`config.mk`:
```
export PLATFORM = sky130hd
export DESIGN_NAME = fph_stage
export DESIGN_NICKNAME = d
export VERILOG_FILES = /design/src/fph_pkg.sv /design/src/fph_stage.sv
export VERILOG_INCLUDE_DIRS = /design/src
export SDC_FILE = /design/constraint.sdc
export NUM_CORES = 2
export LEC_CHECK = 0
export BUFFER_PORTS_ARGS = -buffer_cell sky130_fd_sc_hd__buf_2
export CORE_MARGIN = 4
export CORE_UTILIZATION = 58
export DETAILED_ROUTE_END_ITERATION = 8
export PLACE_DENSITY = 0.74
export SYNTH_ARGS = -nofsm -noshare
export SYNTH_HDL_FRONTEND = slang
export SYNTH_SLANG_ARGS = --single-unit
export TNS_END_PERCENT = 20
```
`constraint.sdc`:
```
create_clock -name mclk -period 29.3 [get_ports mclk]
set_input_delay 5.86 -clock mclk [delete_from_list [all_inputs] [get_ports mclk]]
set_output_delay 5.86 -clock mclk [all_outputs]
set_load 0.005 [all_outputs]
```
`src/fph_defines.svh`:
```
// Offsets, field positions, reset values and timing counts of the FIR phase and high-pass stage
`ifndef FPH_DEFINES_SVH
`define FPH_DEFINES_SVH

`define FPH_ADDR_W 4
`define FPH_REG_CTRL 4'h0
`define FPH_REG_HPF_LO 4'h1
`define FPH_REG_HPF_HI 4'h2
`define FPH_REG_STATUS 4'h3

`define FPH_CTRL_PATH_LSB 0
`define FPH_CTRL_PHASE_BIT 2

`define FPH_ST_MODE_BIT 0
`define FPH_ST_PHASE_BIT 1
`define FPH_ST_HP_BIT 2
`define FPH_ST_PATH_LSB 3

`define FPH_RST_PATH 2'h3
`define FPH_RST_PHASE 1'h0
`define FPH_RST_COEFF 16'h0337
`define FPH_PIN_COEFF 16'h0332

`define FPH_MCLK_HZ 250000000
`define FPH_MOD_DIV 4
`define FPH_MOD_CNT_W 2

`endif

```
`src/fph_pkg.sv`:
```
// Types shared by the FIR phase and high-pass stage
package fph_pkg;

  typedef enum logic [1:0] {
    FPH_PATH_BYPASS = 2'b00,
    FPH_PATH_SINC = 2'b01,
    FPH_PATH_LOWPASS = 2'b10,
    FPH_PATH_FULL = 2'b11
  } fph_path_t;

  typedef struct packed {
    fph_path_t path;
    logic phase;
    logic [15:0] coeff;
  } fph_cfg_t;

endpackage

```
`src/fph_stage.sv`:
```
// FIR phase selection, first-order high-pass stage, mode select and output buffer
//
// How it works
// - Phase comes from register bit or phase pin; 0 linear, 1 minimum.
// - Both phase taps share the same magnitude response; only phase differs.
// - Linear phase taps are symmetric, so delay is constant over frequency.
// - Linear phase has longer group delay and settling than minimum phase.
// - High-pass: first difference times (2-a)/2 plus b times previous output.
// - High-pass fully rejects dc and attenuates below the corner.
// - In pin mode the coefficient is fixed at 0332h.
// - Control mode high: configuration from pins, no programmable registers.
// - Control mode low: path, phase and coefficient from configuration registers.
// - All timing derives from the master clock.
// - High-pass runs only on the full path, else it is bypassed.
// - Modulator sample rate is the master clock divided by four.
//
// Design decisions made here: the address map and the strobed register port.
`include "fph_defines.svh"
`timescale 1ns/100ps
`default_nettype none

module fph_stage
  import fph_pkg::*;
#(
  parameter int DW = 24
)
(
  // Clock and reset
  input wire logic mclk,
  input wire logic rst_n,
  // Register port
  input wire logic [`FPH_ADDR_W-1:0] reg_addr,
  input wire logic [7:0] reg_wdata,
  input wire logic reg_we,
  input wire logic reg_re,
  output logic [7:0] reg_rdata,
  // Mode pins
  input wire logic control_mode_select,
  input wire logic phase_or_modclk_pin,
  input wire logic highpass_or_sync_pin,
  // Samples from the decimator
  input wire logic in_valid,
  input wire logic signed [DW-1:0] in_data,
  output logic in_ready,
  // Samples toward output code processing
  output logic out_valid,
  output logic signed [DW+5:0] out_data,
  input wire logic out_ready,
  // Modulator sample strobe
  output logic mod_tick
);

  localparam int FW = DW + 4;
  localparam int OW = DW + 6;
  localparam int PW = DW + 25;

  fph_path_t path_reg;
  logic phase_reg;
  logic [15:0] coeff_reg;
  fph_cfg_t cfg;
  logic hp_active;

  logic signed [DW-1:0] x1;
  logic signed [DW-1:0] x2;
  logic signed [FW-1:0] hp_x_prev;
  logic signed [OW-1:0] hp_y_prev;

  logic [`FPH_MOD_CNT_W-1:0] mod_cnt;

  logic signed [OW-1:0] buf_mem [2];
  logic buf_wp;
  logic buf_rp;
  logic [1:0] buf_cnt;

  // Effective configuration
  always_comb
  begin
    if (control_mode_select)
    begin
      // Pin mode ignores anything software left in the registers
      cfg.path = highpass_or_sync_pin ? FPH_PATH_FULL : FPH_PATH_LOWPASS;
      cfg.phase = phase_or_modclk_pin;
      cfg.coeff = `FPH_PIN_COEFF;
    end
    else
    begin
      cfg.path = path_reg;
      cfg.phase = phase_reg;
      cfg.coeff = coeff_reg;
    end
  end

  assign hp_active = (cfg.path == FPH_PATH_FULL);

  // Register writes
  always_ff @(posedge mclk)
  begin
    if (!rst_n)
    begin
      path_reg <= fph_path_t'(`FPH_RST_PATH);
      phase_reg <= `FPH_RST_PHASE;
      coeff_reg <= `FPH_RST_COEFF;
    end
    else if (reg_we && !control_mode_select)
    begin
      case (reg_addr)
        `FPH_REG_CTRL:
        begin
          path_reg <= fph_path_t'(reg_wdata[`FPH_CTRL_PATH_LSB +: 2]);
          phase_reg <= reg_wdata[`FPH_CTRL_PHASE_BIT];
        end
        `FPH_REG_HPF_LO: coeff_reg[7:0] <= reg_wdata;
        `FPH_REG_HPF_HI: coeff_reg[15:8] <= reg_wdata;
        default: ;
      endcase
    end
  end

  // Register reads, one cycle after the strobe
  logic [7:0] next_rdata;
  always_comb
  begin
    next_rdata = 8'h00;
    case (reg_addr)
      `FPH_REG_CTRL:
      begin
        if (!control_mode_select)
        begin
          next_rdata[`FPH_CTRL_PATH_LSB +: 2] = path_reg;
          next_rdata[`FPH_CTRL_PHASE_BIT] = phase_reg;
        end
      end
      `FPH_REG_HPF_LO: next_rdata = control_mode_select ? 8'h00 : coeff_reg[7:0];
      `FPH_REG_HPF_HI: next_rdata = control_mode_select ? 8'h00 : coeff_reg[15:8];
      `FPH_REG_STATUS:
      begin
        next_rdata[`FPH_ST_MODE_BIT] = control_mode_select;
        next_rdata[`FPH_ST_PHASE_BIT] = cfg.phase;
        next_rdata[`FPH_ST_HP_BIT] = hp_active;
        next_rdata[`FPH_ST_PATH_LSB +: 2] = cfg.path;
      end
      default: next_rdata = 8'h00;
    endcase
  end

  always_ff @(posedge mclk)
  begin
    if (!rst_n)
      reg_rdata <= 8'h00;
    else
      reg_rdata <= reg_re ? next_rdata : 8'h00;
  end

  // Modulator strobe: one pulse every four master clocks
  always_ff @(posedge mclk)
  begin
    if (!rst_n)
    begin
      mod_cnt <= '0;
      mod_tick <= 1'b0;
    end
    else
    begin
      mod_cnt <= mod_cnt + 1'b1;
      mod_tick <= (mod_cnt == `FPH_MOD_CNT_W'(`FPH_MOD_DIV - 1));
    end
  end

  // FIR section
  logic push;
  logic pop;
  logic signed [FW-1:0] e0;
  logic signed [FW-1:0] e1;
  logic signed [FW-1:0] e2;
  logic signed [FW-1:0] fir_lin;
  logic signed [FW-1:0] fir_min;
  logic signed [FW-1:0] fir_out;

  assign push = in_valid && in_ready;
  assign pop = out_valid && out_ready;
  assign e0 = {{4{in_data[DW-1]}}, in_data};
  assign e1 = {{4{x1[DW-1]}}, x1};
  assign e2 = {{4{x2[DW-1]}}, x2};
  // Zeros at -1/2 and -2 versus a double zero at -1/2 with gain four: same magnitude
  assign fir_lin = (e0 <<< 1) + (e1 <<< 2) + e1 + (e2 <<< 1);
  assign fir_min = (e0 <<< 2) + (e1 <<< 2) + e2;
  assign fir_out = cfg.phase ? fir_min : fir_lin;

  always_ff @(posedge mclk)
  begin
    if (!rst_n)
    begin
      x1 <= '0;
      x2 <= '0;
    end
    else if (push)
    begin
      x1 <= in_data;
      x2 <= x1;
    end
  end

  // High-pass section, coefficients in unsigned Q16
  logic [16:0] one_m_a;
  logic [33:0] sq;
  logic [17:0] b_sum;
  logic [16:0] b_q;
  logic [16:0] k_q;
  logic signed [FW:0] hp_d;
  logic signed [PW-1:0] p_k;
  logic signed [PW-1:0] p_b;
  logic signed [PW-1:0] hp_sum;
  logic signed [OW-1:0] hp_y;
  logic signed [OW-1:0] result;

  assign one_m_a = 17'h1_0000 - {1'b0, cfg.coeff};
  assign sq = one_m_a * one_m_a;
  assign b_sum = 18'h1_0000 + {1'b0, sq[32:16]};
  assign b_q = b_sum[17:1];
  assign k_q = 17'h1_0000 - {2'b00, cfg.coeff[15:1]};
  // First difference puts a zero at dc, so a constant input decays to nothing
  assign hp_d = {fir_out[FW-1], fir_out} - {hp_x_prev[FW-1], hp_x_prev};
  assign p_k = $signed({1'b0, k_q}) * hp_d;
  assign p_b = $signed({1'b0, b_q}) * hp_y_prev;
  assign hp_sum = p_k + p_b;
  assign hp_y = hp_sum[OW+15:16];

  always_comb
  begin
    case (cfg.path)
      FPH_PATH_FULL: result = hp_y;
      FPH_PATH_LOWPASS: result = {{2{fir_out[FW-1]}}, fir_out};
      default: result = {{6{in_data[DW-1]}}, in_data};
    endcase
  end

  always_ff @(posedge mclk)
  begin
    if (!rst_n)
    begin
      hp_x_prev <= '0;
      hp_y_prev <= '0;
    end
    else if (push)
    begin
      hp_x_prev <= fir_out;
      // Bypassed stage clears its output history, so it restarts clean
      hp_y_prev <= hp_active ? hp_y : '0;
    end
  end

  // Two-entry output buffer
  logic [1:0] next_cnt;
  logic next_rp;
  logic signed [OW-1:0] next_mem [2];

  always_comb
  begin
    next_mem[0] = buf_mem[0];
    next_mem[1] = buf_mem[1];
    if (push)
      next_mem[buf_wp] = result;
    next_rp = pop ? ~buf_rp : buf_rp;
    next_cnt = buf_cnt + {1'b0, push} - {1'b0, pop};
  end

  always_ff @(posedge mclk)
  begin
    if (!rst_n)
    begin
      buf_mem[0] <= '0;
      buf_mem[1] <= '0;
      buf_wp <= 1'b0;
      buf_rp <= 1'b0;
      buf_cnt <= 2'd0;
      in_ready <= 1'b0;
      out_valid <= 1'b0;
      out_data <= '0;
    end
    else
    begin
      buf_mem[0] <= next_mem[0];
      buf_mem[1] <= next_mem[1];
      buf_wp <= push ? ~buf_wp : buf_wp;
      buf_rp <= next_rp;
      buf_cnt <= next_cnt;
      // Ready drops as soon as both entries hold data, so a stall loses nothing
      in_ready <= (next_cnt != 2'd2);
      out_valid <= (next_cnt != 2'd0);
      out_data <= next_mem[next_rp];
    end
  end
endmodule // fph_stage

`default_nettype wire

```
# [Word level (Yosys, flattened, before mapping)]
# Memories as Yosys holds them, arrays and structs flattened.
# Cells that the tools add are included.
# W data, S select, Z words.
[classes] addsub=13 multipliers=3 magnitude_cmp=3 eq_ne=7 mux=23 bitwise_logic=6 reduce_logical=11
[ops] op="$mux W30" count=7
[ops] op="$bwmux W60" count=1
[ops] op="$mux W60" count=1
[ops] op="$pmux W30 S2" count=1
[ops] op="$add A27 B24 Y28" count=2
[ops] op="$add A46 B46 Y46" count=1
[ops] op="$mul A18 B29 Y46" count=1
[ops] op="$mul A18 B30 Y46" count=1
[ops] op="$mul A17 B17 Y33" count=1
[ops] op="$demux W30 S1" count=1
[ops] op="$sub A28 B28 Y29" count=1
[ops] op="$add A28 B25 Y28" count=1
[ops] op="$mux W28" count=1
[ops] op="$add A25 B26 Y27" count=1
[ops] op="$add A26 B26 Y27" count=1
[ops] op="$mux W19" count=1
[ops] op="$add A17 B17 Y18 const A" count=1
[ops] op="$sub A17 B15 Y17 const A" count=1
[ops] op="$sub A17 B16 Y17 const A" count=1
[ops] op="$mux W8" count=2
[ops] op="$pmux W3 S4" count=1
[ops] op="$eq A4 B2 Y1 const B" count=2
[ops] op="$reduce_and A2 Y1" count=4
[ops] op="$eq A2 B2 Y1 const B" count=3
[ops] op="other kinds (18)" count=28
[totals] reg_bits=172 ramBits=60 inputBits=45 output_inout_bits=41 elab_cells=84 mem_count=1
[mem_list] name="buf_mem" words=2 width=30 read_ports=2 rd_clocked_by_memory_dff=0 wr=2 line_no="fph_stage.sv:70" rtl="logic signed [OW-1:0] buf_mem [2];"

# [Longest topological paths before layout]
[logic_depth] word_depth=13 depth_mapped=66 depth_no_buf=63

# [Least setup slack after synthesis]
# OpenSTA, ideal clock, no wires.
[synth_path] path_kind="input -> register" start="input port control_mode_select" end="register out_data[18]" setup_ns=0.146 arrival_time_ns=21.451 slack_ns=7.703 cell_stages=60 cell_sequence="buf_2 -> buf_1 -> clkbuf_1 -> nand2b_1 -> ha_1 -> or3b_4 -> or4_4 -> or3_4 -> nor3_4 -> o21ai_1 -> nand2b_1 -> xnor2_2 -> clkinv_1 -> nand2_1 -> fa_1 -> fa_1 -> fa_1 -> inv_1 -> (+24 left out) -> fa_1 -> fa_1 -> inv_1 -> fa_1 -> inv_1 -> ha_1 -> clkbuf_1 -> a21oi_1 -> o21ai_1 -> a21o_1 -> a21o_1 -> a221oi_1 -> nand3b_1 -> a31oi_1 -> xor2_1 -> nor2_1 -> a2111oi_0 -> o22ai_1"
[synth_between] elab_chain_cells=12
[synth_rtl] item="start, declared" line_no="fph_stage.sv:38" rtl="input wire logic control_mode_select,"
[synth_rtl] item="$mux W19 *" line_no="fph_stage.sv:78" rtl="if (control_mode_select)"
[synth_rtl] item="$sub A17 B16 Y17" line_no="fph_stage.sv:216" rtl="assign one_m_a = 17'h1_0000 - {1'b0, cfg.coeff};"
[synth_rtl] item="$mul A17 B17 Y33" line_no="fph_stage.sv:217" rtl="assign sq = one_m_a * one_m_a;"
[synth_rtl] item="$add A17 B17 Y18" line_no="fph_stage.sv:218" rtl="assign b_sum = 18'h1_0000 + {1'b0, sq[32:16]};"
[synth_rtl] item="$mul A18 B30 Y46" line_no="fph_stage.sv:224" rtl="assign p_b = $signed({1'b0, b_q}) * hp_y_prev;"
[synth_rtl] item="$add A46 B46 Y46" line_no="fph_stage.sv:225" rtl="assign hp_sum = p_k + p_b;"
[synth_rtl] item="$pmux W30 S2 *" line_no="fph_stage.sv:230" rtl="case (cfg.path)"
[synth_rtl] item="$bwmux W60 *" line_no="fph_stage.sv:262" rtl="next_mem[buf_wp] = result;"
[synth_rtl] item="$mux W60 *" line_no="fph_stage.sv:261" rtl="if (push)"
[synth_rtl] item="$mux W30 (not written as such) * (3 in a row)" line_no="fph_stage.sv:290" rtl="out_data <= next_mem[next_rp];"
[synth_rtl] item="end signal, assigned" line_no="fph_stage.sv:290"
[synth_rtl] item="end, declared" line_no="fph_stage.sv:47" rtl="output logic signed [DW+5:0] out_data,"
# Mark *: on every way between the ends. The rest lies on a longest branch, timed or not. The select of a mux whose other input is x is not followed.
# A chain may end at the register's enable or synchronous reset.

# [Worst setup path in the final report]
[layout_path] start="input port control_mode_select" end="register out_data[13]"
# Same word-level chain as after synthesis.

==> impl_metrics.toml <==
[timing]
skew_ns = 0.0171
fin_tns_setup_ns = 0
rsz0062_at_grt = "false"
relSlewSlack = 0.150
maxClockFrequency_mhz = 40.2
finalHoldViolations = 0
setup_viol = 0
drv_slew = 0
period_needed_ns = 24.89
worst_pin_slew_ns = 1.28
period_share = 0.850

[logic_synthesis]
synth.distinct_cells = 86
ys_async_sr_fraction = 0
synth_seq_cells = 232
synth_edf_count = 0
syn_avg_cell_area_um2 = 8.89
netlist_area_um2 = 56100
synth_top_area_frac = 0.461
synth_common_cells = "inv_1 (1389), fa_1 (1290), nand2_1 (898)"
synth_warnings = 0
post-synth-top-count-cell = "inv_1"
synth_area_leaders = "fa_1 (46%), inv_1 (9.3%), dfxtp_1 (8.3%), ha_1 (7.7%), nand2_1 (6.0%)"
yosys.area.top_type = "fa_1"
synth-seq-area-share = 0.0828
yosys_most_used_dff = "dfxtp_1"
syn_inst = 6309

[grt]
antenna_found_initial = 1
grt_pass1_wl_um = 254000
grt_max_degree = 95
overflow = 0
grt_pass1_vias = 46600
grt_use_total = 0.317

[final_layout]
largest_reg_flops = 60
layout-drive-gt1-share = 0.0524
syn_to_final_growth_pct = 5.38
nNetsFinal = 7944
final_core_util = 0.619
regMostFlops = "buf_mem"
largest_registers = "buf_mem (60), hp_y_prev (30), out_data (30)"

[clock_network]
clock_sinks = 232
cts_buffers = 27
cts_tree = "done"
root_buffer = "clkbuf_16"
path_clk_slew_ns = 0.06
worstSkewPairLatency_ns = 0.59
cts_buffer_depth = 3
cts_resized = 0
postCtsHoldBufs = 0
cts_max_level = 1
cts_setup_buffers = 0

[floorplanning]
die_area_um2 = 102000
ios = 86
core.rowCount = 113
start_util = 0.588
die_w_um = 319
core-area_um2 = 95400
fp.dieH_um = 319

[worst_setup_path]
cp-start-kind = "primary input"
cpMaxStageDelayCell = "nor2_1"
worst-setup-path-type = "in2reg"
crit_arrival_ns = 25.41
path_common_cell = "fa_1"
required_ns = 29.81
cpPeakStageDelay_ns = 0.75
critPathCaptureType = "register"
crit_fanout = 55

[hold_path]
hold_path.class = "reg2reg"

[routing]
routedWlPerCell_um = 20.8
ant_nets = 0
viasPerCell = 5.76
drcViolationCount = 0
drt_iter0_markers = 3626
first_pass_iters = 6
routed_wirelength_um = 157000
vias = 43500

[place]
routabilityCongestion = 0.967
hpwl_um = 128000
portBuffers = 85

[run_status]
outcome = "completed"

[run]
drv_cap = 0
-- layout make-up --
cell class / instances / area [um^2]
Antenna cell: 2 / 5.00
Clock buffer: 35 / 746
Clock inverter: 13 / 194
Fill cell: 8220 / 36300
Inverter: 1395 / 5240
Multi-Input combinational cell: 4422 / 45500
Sequential cell: 232 / 4640
Tap cell: 1265 / 1580
Timing Repair Buffer: 186 / 1180
-- critical path: cells and delay by family --
kind,cells,cell delay [ns]
simple gates,15,4.68
fa+ha+maj,17,7.36
buf+inv,12,2.06
compound gates,11,4.22
xor+xnor,3,1.16
-- per-layer routing --
layer,global-route usage,routed length (um),up-vias
met1,0.388,56700,22100
met2,0.542,76900,1898
met5,0,13,-
met4,0.171,11100,2
met3,0.0485,12100,544
li1,-,-,18900
-- final timing paths --
| path | endpoint | slack, ns | start | cells past startpoint |
|---|---|---|---|---|
| setup / recovery | out_data[13] | 4.41 | control_mode_select | 58 |
| hold / removal | mod_cnt[0] | 0.42 | mod_cnt[0] | 1 |
| setup reg to reg | out_data[13] | 9.79 | coeff_reg[1] | 56 |
| hold reg to reg | mod_cnt[0] | 0.42 | mod_cnt[0] | 1 |
-- through the flow --
stage	worst slack [ns]	instance area (um^2)	instances	hold WS, ns
floorplan	7.70	56200	6347	0.399
global placement	4.33	58100	7500	0.412
detailed placement	4.00	58100	7500	0.415
CTS	4.57	59100	7548	0.425
global route	3.57	59100	7548	0.451
finish	4.41	59100	7550	0.420
-- kinds of logic after synthesis --
family / after synthesis / synth area share
mux: 69 / 0.0130
fa+ha+maj: 1635 / 0.538
buf+inv: 1693 / 0.114
xor+xnor: 180 / 0.0284
simple gates: 1784 / 0.141
other cells: 2 / 0.000134
flops: 232 / 0.0828
compound gates: 714 / 0.0827
-- cells in the final DEF (no fill, tap or decap), drive strengths merged, types with 12 or more instances in the layout --
master / Yosys / final
a211oi: 48 / 48
a21o: 81 / 81
a21oi: 202 / 202
a22oi: 13 / 13
a311oi: 12 / 12
a31oi: 19 / 19
and2: 213 / 213
and3: 43 / 43
buf: 31 / 186
clkbuf: 267 / 35
conb: 2 / 40
dfxtp: 232 / 232
fa: 1290 / 1290
ha: 345 / 345
inv: 1390 / 1393
mux2: 32 / 32
mux2i: 37 / 37
nand2: 898 / 898
nand2b: 36 / 36
nand3: 64 / 64
nand4: 22 / 22
nor2: 390 / 390
nor2b: 33 / 33
nor3: 28 / 28
o211ai: 15 / 15
o21a: 19 / 19
o21ai: 140 / 140
o21bai: 18 / 18
o22ai: 25 / 25
o31ai: 16 / 16
or2: 13 / 13
or3: 12 / 12
xnor2: 115 / 115
xor2: 65 / 65
Power is left out: the tool's default activity adds up to more than one toggle a clock period on the data nets, which glitch-free logic cannot reach.
